<file path="config.mk">
export PLATFORM = sky130hd
export DESIGN_NAME = hgt_timer
export DESIGN_NICKNAME = d
export VERILOG_FILES = /design/src/design/hgt_pkg.sv /design/src/design/hgt_timer.sv
export VERILOG_INCLUDE_DIRS = /design/src /design/src/design
export SDC_FILE = /design/constraint.sdc
export NUM_CORES = 1
export LEC_CHECK = 0
export BUFFER_PORTS_ARGS = -buffer_cell sky130_fd_sc_hd__buf_4
export CAP_MARGIN = 15
export CORE_UTILIZATION = 45
export CTS_BUF_LIST = sky130_fd_sc_hd__clkbuf_4 sky130_fd_sc_hd__clkbuf_8
export DETAILED_ROUTE_END_ITERATION = 16
export PLACE_DENSITY = 0.65
export SLEW_MARGIN = 30
export SYNTH_ARGS = -nofsm -noshare
export SYNTH_HDL_FRONTEND = slang
export SYNTH_SLANG_ARGS = --single-unit
</file>
<file path="constraint.sdc">
create_clock -name clk_sys_i -period 2.35 [get_ports clk_sys_i]
set_clock_uncertainty 0.2 [all_clocks]
set_input_delay 0.1175 -clock clk_sys_i [delete_from_list [all_inputs] [get_ports clk_sys_i]]
set_output_delay 0.1175 -clock clk_sys_i [all_outputs]
set_load 0.005 [all_outputs]
</file>
<file path="src/design/hgt_map.svh">
// Register offsets, field positions, reset values and timing counts of the timer block.
`ifndef HGT_MAP_SVH
`define HGT_MAP_SVH
`define HGT_OFS_CONFIG      8'h8C
`define HGT_OFS_COUNT       8'h90
`define HGT_OFS_FREE_RUN    8'h9C
`define HGT_BIT_RUN_EN      29
`define HGT_PRELOAD_RST     16'hFFFF
`define HGT_COUNT_RST       16'hFFFF
`define HGT_CLK_MHZ         125
`define HGT_REF_MHZ         25
`define HGT_REF_DIV         (`HGT_CLK_MHZ / `HGT_REF_MHZ)
`define HGT_GPT_TICK_NS     1000
`define HGT_GPT_TICK_CYC    ((`HGT_GPT_TICK_NS * `HGT_CLK_MHZ) / 1000)
`define HGT_CLEAR_NS        160
`define HGT_CLEAR_CYC       ((`HGT_CLEAR_NS * `HGT_CLK_MHZ) / 1000)
`endif

</file>
<file path="src/design/hgt_pkg.sv">
// Types shared by the timer block.
package hgt_pkg;
   typedef struct packed {
      logic        rd;
      logic        wr;
      logic [7:0]  addr;
      logic [15:0] wdata;
   } hgt_bus_req_type;
   typedef enum logic {HGT_HALTED, HGT_RUNNING} hgt_run_type;
endpackage

</file>
<file path="src/design/hgt_timer.sv">
// General purpose down timer and free-running reference counter behind a 16-bit register port.
`include "hgt_map.svh"
// What this block does
// Writing one to the run bit starts the general timer counting.
// Clearing the run bit halts the general timer count.
// Each one-to-zero change of the run bit forces preload to FFFFh.
// Host-writable 16-bit preload in config low field, resets FFFFh, loads timer.
// The general timer raises host interrupts at the programmed interval.
// Live timer value is read-only 16-bit count, resets FFFFh, upper bits zero.
// A 32-bit free-running counter starts from zero after reset release.
// The free-running counter advances once per 25MHz reference cycle.
// After all ones the free-running counter wraps to zero and continues.
// The first 16-bit read latches the whole 32-bit free-running count.
// Counter may take up to 160ns after reset to show zero.
// The free-running counter runs in every power state.
// Running timer counts down per tick, flags at zero, reloads preload.
// Reading the upper half returns the latched value without recapture.
module hgt_timer
   import hgt_pkg::*;
(
   input  wire logic            clk_sys_i,
   input  wire logic            rst_n_i,
   input  wire hgt_bus_req_type bus_i,
   input  wire logic            bus_hi_i,
   input  wire logic            irq_clr_i,
   output logic [15:0]          rdata_o,
   output logic                 irq_o,
   output logic                 clear_done_o
);
   // Register state and next values.
   logic [15:0] preload_r;
   logic [15:0] preload_nxt;
   hgt_run_type run_r;
   hgt_run_type run_nxt;
   logic [15:0] count_r;
   logic [15:0] count_nxt;
   logic [9:0]  tick_r;
   logic [9:0]  tick_nxt;
   logic        irq_r;
   logic        irq_nxt;
   logic [2:0]  ref_r;
   logic [2:0]  ref_nxt;
   logic [31:0] free_r;
   logic [31:0] free_nxt;
   logic [31:0] latch_r;
   logic [31:0] latch_nxt;
   logic [15:0] rdata_r;
   logic [15:0] rdata_nxt;
   logic [7:0]  clr_r;
   logic [7:0]  clr_nxt;
   logic        clr_done_r;
   logic        clr_done_nxt;

   // Register port decode.
   wire        sel_cfg    = bus_i.addr == `HGT_OFS_CONFIG;
   wire        sel_cnt    = bus_i.addr == `HGT_OFS_COUNT;
   wire        sel_free   = bus_i.addr == `HGT_OFS_FREE_RUN;
   wire        wr_cfg     = bus_i.wr && sel_cfg;
   wire        wr_cfg_lo  = wr_cfg && !bus_hi_i;
   wire        wr_cfg_hi  = wr_cfg && bus_hi_i;
   wire        rd_any     = bus_i.rd;
   wire        free_first = rd_any && sel_free && !bus_hi_i;

   // Run control.
   wire        running    = run_r == HGT_RUNNING;
   wire        run_wdata  = bus_i.wdata[`HGT_BIT_RUN_EN - 16];
   wire        run_fall   = wr_cfg_hi && !run_wdata && running;

   // Timer tick, expiry and interrupt flag control; a set beats a clear in the same cycle.
   wire        tick       = tick_r == 10'(`HGT_GPT_TICK_CYC - 1);
   wire        step       = running && tick;
   wire        at_zero    = count_r == 16'h0000;
   wire [15:0] count_dec  = count_r - 16'h0001;
   wire        irq_set    = step && at_zero;
   wire        irq_clear  = irq_clr_i && !irq_set;

   // Reference divider and reset clear window.
   wire        ref_step   = ref_r == 3'(`HGT_REF_DIV - 1);
   wire        clr_last   = clr_r == 8'(`HGT_CLEAR_CYC - 1);
   wire        clr_full   = clr_r == 8'(`HGT_CLEAR_CYC);

   // Read words of each register half.
   wire [15:0] cfg_lo_word  = preload_r;
   wire [15:0] cfg_hi_word  = {2'h0, running, 13'h0000};
   wire [15:0] cnt_lo_word  = count_r;
   wire [15:0] cnt_hi_word  = 16'h0000;
   wire [15:0] free_lo_word = free_r[15:0];
   wire [15:0] free_hi_word = latch_r[31:16];
   wire [15:0] cfg_word     = bus_hi_i ? cfg_hi_word : cfg_lo_word;
   wire [15:0] cnt_word     = bus_hi_i ? cnt_hi_word : cnt_lo_word;
   wire [15:0] free_word    = bus_hi_i ? free_hi_word : free_lo_word;
   wire [15:0] rd_mux       = sel_cfg  ? cfg_word  :
                              sel_cnt  ? cnt_word  :
                              sel_free ? free_word :
                              16'h0000;

   // Next values of the registers.
   assign preload_nxt  = run_fall ? `HGT_PRELOAD_RST : (wr_cfg_lo ? bus_i.wdata : preload_r);
   assign run_nxt      = wr_cfg_hi ? (run_wdata ? HGT_RUNNING : HGT_HALTED) : run_r;
   assign tick_nxt     = (tick || !running) ? 10'h000 : tick_r + 10'h001;
   assign irq_nxt      = irq_set ? 1'h1 : (irq_clear ? 1'h0 : irq_r);
   assign ref_nxt      = ref_step ? 3'h0 : ref_r + 3'h1;
   assign free_nxt     = ref_step ? free_r + 32'h0000_0001 : free_r;
   assign latch_nxt    = free_first ? free_r : latch_r;
   assign rdata_nxt    = rd_any ? rd_mux : rdata_r;
   assign clr_nxt      = clr_full ? clr_r : clr_r + 8'h01;
   assign clr_done_nxt = clr_done_r || clr_last;

   always_comb
   begin
      count_nxt = count_r;
      if (wr_cfg_lo)
         count_nxt = bus_i.wdata;
      else if (step)
         count_nxt = at_zero ? preload_r : count_dec;
   end

   // Preload value of the timer.
   always_ff @(posedge clk_sys_i or negedge rst_n_i)
   begin
      if (!rst_n_i)
         preload_r <= `HGT_PRELOAD_RST;
      else
         preload_r <= preload_nxt;
   end

   // Run or halt state of the timer.
   always_ff @(posedge clk_sys_i or negedge rst_n_i)
   begin
      if (!rst_n_i)
         run_r <= HGT_HALTED;
      else
         run_r <= run_nxt;
   end

   // Live timer count.
   always_ff @(posedge clk_sys_i or negedge rst_n_i)
   begin
      if (!rst_n_i)
         count_r <= `HGT_COUNT_RST;
      else
         count_r <= count_nxt;
   end

   // Divider that makes the timer tick.
   always_ff @(posedge clk_sys_i or negedge rst_n_i)
   begin
      if (!rst_n_i)
         tick_r <= 10'h000;
      else
         tick_r <= tick_nxt;
   end

   // Sticky timer interrupt flag.
   always_ff @(posedge clk_sys_i or negedge rst_n_i)
   begin
      if (!rst_n_i)
         irq_r <= 1'h0;
      else
         irq_r <= irq_nxt;
   end

   // Divider that makes the reference step.
   always_ff @(posedge clk_sys_i or negedge rst_n_i)
   begin
      if (!rst_n_i)
         ref_r <= 3'h0;
      else
         ref_r <= ref_nxt;
   end

   // Free-running reference count.
   always_ff @(posedge clk_sys_i or negedge rst_n_i)
   begin
      if (!rst_n_i)
         free_r <= 32'h0000_0000;
      else
         free_r <= free_nxt;
   end

   // Copy of the count taken by a low-half read.
   always_ff @(posedge clk_sys_i or negedge rst_n_i)
   begin
      if (!rst_n_i)
         latch_r <= 32'h0000_0000;
      else
         latch_r <= latch_nxt;
   end

   // Read data, held until the next read.
   always_ff @(posedge clk_sys_i or negedge rst_n_i)
   begin
      if (!rst_n_i)
         rdata_r <= 16'h0000;
      else
         rdata_r <= rdata_nxt;
   end

   // Cycles counted since reset was released.
   always_ff @(posedge clk_sys_i or negedge rst_n_i)
   begin
      if (!rst_n_i)
         clr_r <= 8'h00;
      else
         clr_r <= clr_nxt;
   end

   // Flag that the clear window after reset is over.
   always_ff @(posedge clk_sys_i or negedge rst_n_i)
   begin
      if (!rst_n_i)
         clr_done_r <= 1'h0;
      else
         clr_done_r <= clr_done_nxt;
   end

   // Outputs straight from flip-flops.
   assign rdata_o      = rdata_r;
   assign irq_o        = irq_r;
   assign clear_done_o = clr_done_r;
endmodule

</file>
# Yosys cells after proc, flatten, opt, wreduce, memory -nomap -nowiden
# Index checks and enable logic that the tools add are counted.
word_totals:
  register_bits: 136
  input_bits: 30
  output_inout_bits: 18
  elab_cells: 59
op_classes:
  addsub: 5
  n_eq_ne: 7
  n_mux: 16
  n_reduce_logical: 20
op_table:
  columns: ["operator", "n"]
  rows:
  - ["$mux W16", 11]
  - ["$add A32 B1 Y32 const B", 1]
  - ["$eq A8 B8 Y1 const B", 3]
  - ["$eq A8 B5 Y1 const B", 2]
  - ["$logic_not A16 Y1", 1]
  - ["$sub A16 B1 Y16 const B", 1]
  - ["$add A10 B1 Y10 const B", 1]
  - ["$eq A10 B7 Y1 const B", 1]
  - ["$logic_and A1 B1 Y1", 10]
  - ["$mux W10", 1]
  - ["$add A8 B1 Y8 const B", 1]
  - ["$reduce_bool A2 Y1", 3]
  - ["$logic_not A1 Y1", 4]
  - ["$add A3 B1 Y3 const B", 1]
  - ["$eq A3 B3 Y1 const B", 1]
  - ["$mux W1", 3]
  - ["$mux W3", 1]
  - ["$logic_or A1 B1 Y1", 2]

# Longest topological paths before layout
# Gate-level depths: netlist of the first run.
logic_depth:
  word_depth: 7
  depth_mapped: 9
  depth_no_buf: 7

# Least setup slack after synthesis of the first run
# OpenSTA, ideal clock, no wires.
synth_path:
  path_kind: "register to register"
  startpoint: "register count_r[0], in the netlist cnt_lo_word[0]"
  endpoint: "register count_r[7], in the netlist cnt_lo_word[7]"
  setup_ns: 0.060
  arrival_ns: 2.281
  required_time_ns: 2.090
  path_slack_ns: -0.191
  stages_incl_launch_ff: 10
  path_buffers: 2
  synth_period_minus_slack_ns: 2.541
  cell_sequence: "dfstp_2 inv_1 ha_1 or4b_4 or4_4 buf_6 buf_8 o2bb2ai_2 a211o_1 nand2_1"
synth_via:
  elab_chain_cells: 4
  elab_cells_between_ends: 5
  classes_between: "1 x add/sub; 3 x mux; 1 x reduce/logical"
synth_rtl:
  columns: ["element", "line_no", "text"]
  rows:
  - ["start, declared", "hgt_timer.sv:35", "logic [15:0] count_r;"]
  - ["start signal, assigned", "hgt_timer.sv:140", "count_r <= `HGT_COUNT_RST;"]
  - ["start signal, assigned", "hgt_timer.sv:142", "count_r <= count_nxt;"]
  - ["$sub A16 B1 Y16 / $logic_not A16 Y1 (equally long branches)", "hgt_timer.sv:73, hgt_timer.sv:72", null]
  - ["$mux W16 (*)", "hgt_timer.sv:115", "count_nxt = at_zero ? preload_r : count_dec;"]
  - ["$mux W16 (*)", "hgt_timer.sv:114", "else if (step)"]
  - ["$mux W16 (*)", "hgt_timer.sv:112", "if (wr_cfg_lo)"]
# Mark *: on every way between the ends. The rest lies on a longest branch, timed or not. The select of a mux whose other input is x is not followed.
# A chain may end at the register's enable or synchronous reset.

# Final worst setup path of the first run
layout_path:
  startpoint: "register count_r[0], in the netlist cnt_lo_word[0]"
  endpoint: "register count_r[4], in the netlist cnt_lo_word[4]"
# Same word-level chain as after synthesis.

==> results of run 1 <==
cells by family after synthesis:
logic type,Yosys count
xor gates and xnor gates,51
AOI/OAI and AO/OA,90
DFF,120
muxes,23
adders and majority gates,9
buffers and inverters,43
and+or+nand+nor,243
synthesized netlist by cell type (6+ instances only):
cell type | count | area share, %
dfrtp_1 | 88 | 37
nand2_1 | 67 | 4.2
nor2_1 | 49 | 3.1
nand3_1 | 47 | 4.0
xnor2_1 | 35 | 5.2
dfstp_2 | 32 | 14
o21ai_0 | 22 | 1.9
clkbuf_1 | 20 | 1.3
mux2_2 | 19 | 3.6
a31oi_1 | 18 | 1.9
and3_1 | 17 | 1.8
inv_1 | 16 | 1.0
xor2_1 | 16 | 2.4
a222oi_1 | 14 | 2.4
nand4_1 | 12 | 1.3
a21oi_1 | 10 | 0.85
ha_1 | 9 | 1.9
nor4_1 | 8 | 0.85
a211o_1 | 6 | 0.89
o211ai_1 | 6 | 0.76
how the worst max path moves through the flow:
stage          depth (start not counted)                   startpoint  slack (ns)                          to
6_report                               7   cnt_lo_word[0]$_DFFE_PN1P_       -0.05  cnt_lo_word[4]$_DFFE_PN1P_
5_1_grt                                8   cnt_lo_word[1]$_DFFE_PN1P_       -0.13  cnt_lo_word[6]$_DFFE_PN1P_
4_1_cts                                8   cnt_lo_word[0]$_DFFE_PN1P_       -0.07  cnt_lo_word[9]$_DFFE_PN1P_
3_5_place_dp                           6  cnt_lo_word[10]$_DFFE_PN1P_       -0.08  cnt_lo_word[0]$_DFFE_PN1P_
3_3_place_gp                           6  cnt_lo_word[10]$_DFFE_PN1P_       -0.02  cnt_lo_word[0]$_DFFE_PN1P_
2_1_floorplan                          8  cnt_lo_word[10]$_DFFE_PN1P_       -0.10  cnt_lo_word[7]$_DFFE_PN1P_
cell usage in the layout, fill, tap and decap left out, types with 15 or more instances in the layout:
cell type / synthesis / final
dfrtp_1: 88 / 88
buf_4: 0 / 83
nand2_1: 67 / 67
nor2_1: 49 / 49
nand3_1: 47 / 47
xnor2_1: 35 / 35
dfstp_2: 32 / 32
dlygate4sd3_1: 0 / 26
mux2_2: 19 / 19
a31oi_1: 18 / 18
clkbuf_8: 0 / 18
and3_1: 17 / 17
xor2_1: 16 / 16
o21ai_0: 22 / 15
state kept, by name, indices dropped and copies added, names as in the netlist:
signal,count
free_r,32
cfg_lo_word,16
cnt_lo_word,16
latch_r,16
rdata_o,16
tick_r,10
clr_r,8
ref_r,3
clear_done_o,1
irq_o,1
run_r,1
power by group through the flow:
| stage | logic [µW] | clock network [µW] | registers, µW |
|---|---|---|---|
| after detailed placement | 220 | 0 | 2170 |
| final | 254 | 2060 | 2140 |
| after global routing | 282 | 2180 | 2140 |
| after CTS | 257 | 2100 | 2140 |
| after global placement | 214 | 0 | 2170 |
| after floorplan | 68.6 | 0 | 2170 |
worst register-to-register path, stage by stage (launching register included):
cell,delay [ns]
dfstp_2,0.37
inv_2,0.05
ha_1,0.12
or4b_4,0.47
or4_4,0.55
buf_6,0.16
a221o_1,0.29
o21ai_1,0.12
stage by stage:
stage	std cells	cell area, µm²	worst slack, ns	utilization (%)
2_1_floorplan	579	5920	-0.102	-
3_3_place_gp	808	6680	-0.0218	52.5
3_5_place_dp	808	6680	-0.0840	52.5
4_1_cts	870	7440	-0.0692	58.4
5_1_grt	870	7440	-0.128	58.4
6_report	870	7440	-0.0521	58.4
layer usage:
metal	global-route usage, %	part of all wire [%]
met1	29.3	44
met2	37.6	48
met3	5.97	5.6
met4	9.45	1.9
met5	0	0
cell type report:
type,instances,share of cell area [%]
Sequential cell,120,40.9
Multi-Input combinational cell,416,36.3
Timing Repair Buffer,114,13.1
Clock buffer,21,3.63
Tap cell,172,2.89
Clock inverter,11,2.31
Inverter,16,0.808
what timing repair did:
action | 4_1_cts | 5_1_grt
endpoints found under the hold margin | 140 | 0
hold buffers | 27 | 0
resized for setup | 9 | 3
gates cloned | 0 | 0
buffers inserted | 3 | 0
setup endpoints to repair | 11 | 13
pin swaps | 3 | 3
==> impl_metrics.ini, run 1 <==
[power]
p_switching_uw = 992
seqPwrFrac_pct = 48.0
internal_power_uw = 3460
p_total_uw = 4450
combPwrFrac_pct = 5.7
switching_share_pct = 22.3
max-vdd-ir-drop_v = 0.000399
power_density_nw_per_um2 = 599
clock_power_share_pct = 46.3
leakage_uw = 0.00327

[synthesis]
synthesis.area_um2 = 5920
synth_top_family_by_area = simple AND/OR/NAND/NOR gates
syn_area_per_cell_um2 = 10.2
synth_fp_nets = 618
synth_fa_ha_area_share_pct = 1.90
syn_inst = 579
synth.distinct_cells = 56
synth_async_sr_flop_share_pct = 100
ys_seq_area_share_pct = 51.4
synthMuxAreaShare_pct = 4.29
ys.flop_type = dfrtp_1
yosysWarnings = 0
synth.ff_latch_count = 120
synth-edff-count = 0
synth_xor_area_share_pct = 7.55
synth-compound-area-share_pct = 10.7
synthSimpleGateAreaFrac_pct = 21.0

[finish]
fin_nets = 724
fill_cells = 1153
area_growth_pct = 25.6
regArea_um2 = 3040
diodes = 0
multi_input_area_um2 = 2700
drive_above_1_share_pct = 26.5

[grt]
grt_usage_pct = 23.1
grt_max_degree = 46
antenna_found_initial = 0
grt_pass1_wl_um = 23500
gr-total-overflow = 0
grt_pass1_vias = 4820

[cts]
htreeDepth = 4
clockRootBuffer = clkbuf_8
cts_tree = built
clk_pin_slew_ns = 0.07
cts_buffers = 17
cts_max_path_buffers = 2
cts.sinks = 120
clk_latency_ns = 0.45

[critical_path]
cp_cell_sequence = inv_2 -> ha_1 -> or4b_4 -> or4_4 -> buf_6 -> a221o_1 -> o21ai_1
required_ns = 2.53
cp_max_fo = 6
path_delay_family = simple AND/OR/NAND/NOR gates
rr_worst_depth = 7
critical_path.slowest_cell = or4_4
reg2reg_from = cnt_lo_word[0]$_DFFE_PN1P_
r2r_setup_slack_ns = -0.05
cp_slowest_stage_delay_ns = 0.55
cp_data_arrival_time_ns = 2.58
r2r-end = cnt_lo_word[4]$_DFFE_PN1P_
start_kind = flip-flop
path_buf_inv = 2
crit_path_end_kind = flip-flop
worstSetupPathType = reg -> reg

[route]
post-route-drc-count = 0
finalWirelength_um = 14400
drt_iter0_markers = 386
ant_nets = 0
routedWlPerCell_um = 16.6
vias = 4857
via_per_inst = 5.58
dr.pass1.iters = 6

[placement]
buffer_ports.inserted = 47
gp_congestion = 0.900
place_hpwl_um = 10100

[timing]
min_period_over_period_pct = 102
layout_setup_ws_ns = -0.0521
slew_headroom_pct = 63.1
hold_ws_ns = 0.0248
setup_viol = 10
period_minus_slack_ns = 2.40
hold_viol_final = 0
fin_setup_tns_ns = -0.252
finalMaxSlewViolations = 0
rsz0062_at_grt = yes
tightest_slew_ns = 0.553
clock.fmax_mhz = 416

[floorplanning]
ios = 48
rows = 41
die_y_um = 117
core_um2 = 12700
dieArea_um2 = 13600
start_util_pct = 46.5
die_w_um = 117

[flow_run]
cap_violations = 0

[worst_hold_path]
min_from = bus_i[21]
hold_path_end = rdata_o[0]$_DFFE_PN0P_
hold_depth = 6
hp-class = in -> reg

[status]
violations = setup timing
status = complete, but fails checks
Power figures use the tool's default switching activity.
==> inputs of run 2 (changes only) <==
- ABC_AREA: unset -> 1
- PLACE_DENSITY: 0.65 -> unset
==> impl_metrics.ini, run 2 <==
[finish]
fin_util_pct = 54.8
stdcell_area_um2 = 8300
area_growth_pct = 19.2
diodes = 0
regMostFlops = free_r
final_cell_mix = nand2_1, nand3_1, inv_1
regArea_um2 = 3040
multi_input_area_um2 = 3360
final_common_cell = nand2_1
drive_above_1_share_pct = 15.2
fin_nets = 1071
fill_cells = 1511
largest_reg_flops = 32

[synthesis]
yosys-top-cells-count = nand2_1, nand3_1, inv_1
synth_fp_nets = 993
syn_inst = 954
synthSimpleGateAreaFrac_pct = 39.2
synth_top_family_by_area = simple AND/OR/NAND/NOR gates
syn_area_per_cell_um2 = 7.30
ys_seq_area_share_pct = 43.7
synth.distinct_cells = 37
synth.ff_latch_count = 120
synth_xor_area_share_pct = 3.14
yosys.area.top_type = dfrtp_1
synth_area_leaders = dfrtp_1, nand2_1, dfstp_2
synth_fa_ha_area_share_pct = 1.62
synth-edff-count = 0
synth-compound-area-share_pct = 4.22
synthesis.area_um2 = 6970
synth.top_cell.area_share_pct = 31.6
yosysMostFrequentCell = nand2_1
synthMuxAreaShare_pct = 0.144
yosysWarnings = 0
synth_async_sr_flop_share_pct = 100
ys.flop_type = dfrtp_1

[timing]
tightest_slew_ns = 0.486
finalMaxSlewViolations = 0
setup_viol = 0
slew_headroom_pct = 67.3
clock.fmax_mhz = 494
period_minus_slack_ns = 2.03
rsz0062_at_grt = no
hold_viol_final = 0
fin_setup_tns_ns = 0
hold_ws_ns = 0.0324
min_period_over_period_pct = 86.2

[cts]
cts_buffers = 17
cts.sinks = 120
clk_pin_slew_ns = 0.07
postCtsSetupRepairBufs = 0
htreeDepth = 4
cts_max_path_buffers = 2
cts_tree = built
clk_latency_ns = 0.45
clockRootBuffer = clkbuf_8

[critical_path]
critical_path.slowest_cell = dfrtp_1
rr_worst_depth = 11
worstSetupPathType = reg -> reg
start_kind = flip-flop
reg2reg_from = ref_r[0]$_DFF_PN0_
r2r_setup_slack_ns = 0.32
required_ns = 2.50
crit_path_end_kind = flip-flop
cp_data_arrival_time_ns = 2.18
crit_top_cell = nand2_1
cp_cell_sequence = inv_1 -> ha_1 -> nand2_1 -> nor3_2 -> nand2_1 -> nor2_2 -> nand2_1 -> nor2_1 -> nand2_1 -> nand2_1 -> inv_1
r2r-end = free_r[21]$_DFFE_PN0N_
cp_slowest_stage_delay_ns = 0.40
cp_max_fo = 4

[placement]
buffer_ports.inserted = 47
place_hpwl_um = 13400
place_area_um2 = 7550
gp_congestion = 0.890

[grt]
gr-total-overflow = 0
grt_pass1_wl_um = 30400
grt_usage_pct = 24.3
met3_usage_pct = 4.05
grtUsageMet1_pct = 33.2
grt_pass1_vias = 6051
grt_max_degree = 61
antenna_found_initial = 0
busiest_layer = met2
met2_usage_pct = 39.3

[route]
post-route-drc-count = 0
via_per_inst = 5.11
finalWirelength_um = 18100
ant_nets = 0
vias = 6299
drt_iter0_markers = 452
routedWlPerCell_um = 14.7
dr.pass1.iters = 5

[power]
combPwrFrac_pct = 12.5
power_density_nw_per_um2 = 634
switching_share_pct = 25.1
leakage_uw = 0.00415
max-vdd-ir-drop_v = 0.000470
clock_power_share_pct = 46.6
seqPwrFrac_pct = 40.9
internal_power_uw = 3940
p_switching_uw = 1320

[worst_hold_path]
hold_path_end = latch_r[18]$_DFFE_PN0P_
hp-class = in -> reg
min_from = bus_i[21]
hold_depth = 7

[floorplanning]
die_w_um = 126
rows = 45
core_um2 = 15100
start_util_pct = 46.0
die_y_um = 126
dieArea_um2 = 16000
ios = 48

[status]
status = completed

[flow_run]
cap_violations = 0
==> run 2: logic make-up (layout without fill, tap and decap cells) <==
family                     after synthesis  in the layout
xor gates and xnor gates                25             25
adders and majority gates                9              9
and+or+nand+nor                        603            603
buffers and inverters                  139            230
muxes                                    1              1
DFF                                    120            120
AOI/OAI and AO/OA                       57             57
==> run 2: critical path: cells and delay by family (launching register included) <==
kind / cells / cell delay, ns
adder cells (fa/ha/maj): 1 / 0.14
buffers and inverters: 2 / 0.09
flip-flops: 1 / 0.40
AND/OR/NAND/NOR: 8 / 1.10
==> run 2: worst max-delay path by stage <==
| stage | start | to | slack (ns) | cells after the start |
|---|---|---|---|---|
| after CTS | ref_r[0]$_DFF_PN0_ | free_r[21]$_DFFE_PN0N_ | 0.30 | 11 |
| after detailed placement | ref_r[0]$_DFF_PN0_ | free_r[21]$_DFFE_PN0N_ | 0.31 | 11 |
| after global placement | ref_r[0]$_DFF_PN0_ | free_r[21]$_DFFE_PN0N_ | 0.35 | 11 |
| after global routing | ref_r[0]$_DFF_PN0_ | free_r[21]$_DFFE_PN0N_ | 0.11 | 11 |
| after floorplan | ref_r[0]$_DFF_PN0_ | free_r[30]$_DFFE_PN0N_ | 0.53 | 12 |
| final | ref_r[0]$_DFF_PN0_ | free_r[21]$_DFFE_PN0N_ | 0.32 | 11 |
==> run 2: metal layers <==
metal  up-vias  part of all wire, %
li1       3206                    -
met2       137                   46
met3        22                  3.2
met4         0                  1.5
met5         -                    0
met1      2934                   49
==> run 2: stage by stage <==
stage          setup slack (ns)  cells  power [µW]
2_1_floorplan             0.526    954        2610
3_3_place_gp              0.353   1178        2810
3_5_place_dp              0.307   1178        2820
4_1_cts                   0.304   1233        5300
5_1_grt                   0.105   1233        5490
6_report                  0.324   1233        5260
==> run 2: what timing repair did <==
item                                   in CTS  in global routing
resized for setup                           0                  0
endpoints found under the hold margin     170                  0
hold buffers                               23                  0
==> run 2: power groups by stage <==
| stage | sequential, µW | combinational, µW | clock (µW) |
|---|---|---|---|
| after CTS | 2150 | 661 | 2490 |
| after global routing | 2150 | 749 | 2590 |
| final | 2150 | 659 | 2450 |
| after detailed placement | 2190 | 630 | 0 |
| after floorplan | 2180 | 436 | 0 |
| after global placement | 2190 | 619 | 0 |
==> run 2: final cells by class <==
cell class	instances	share of cell area, %
clock inverter	14	3.33
tap	188	2.83
sequential	120	36.7
inverter	111	5.02
clock buffer	18	2.91
timing repair buffer	87	8.71
multi-input combinational	695	40.5
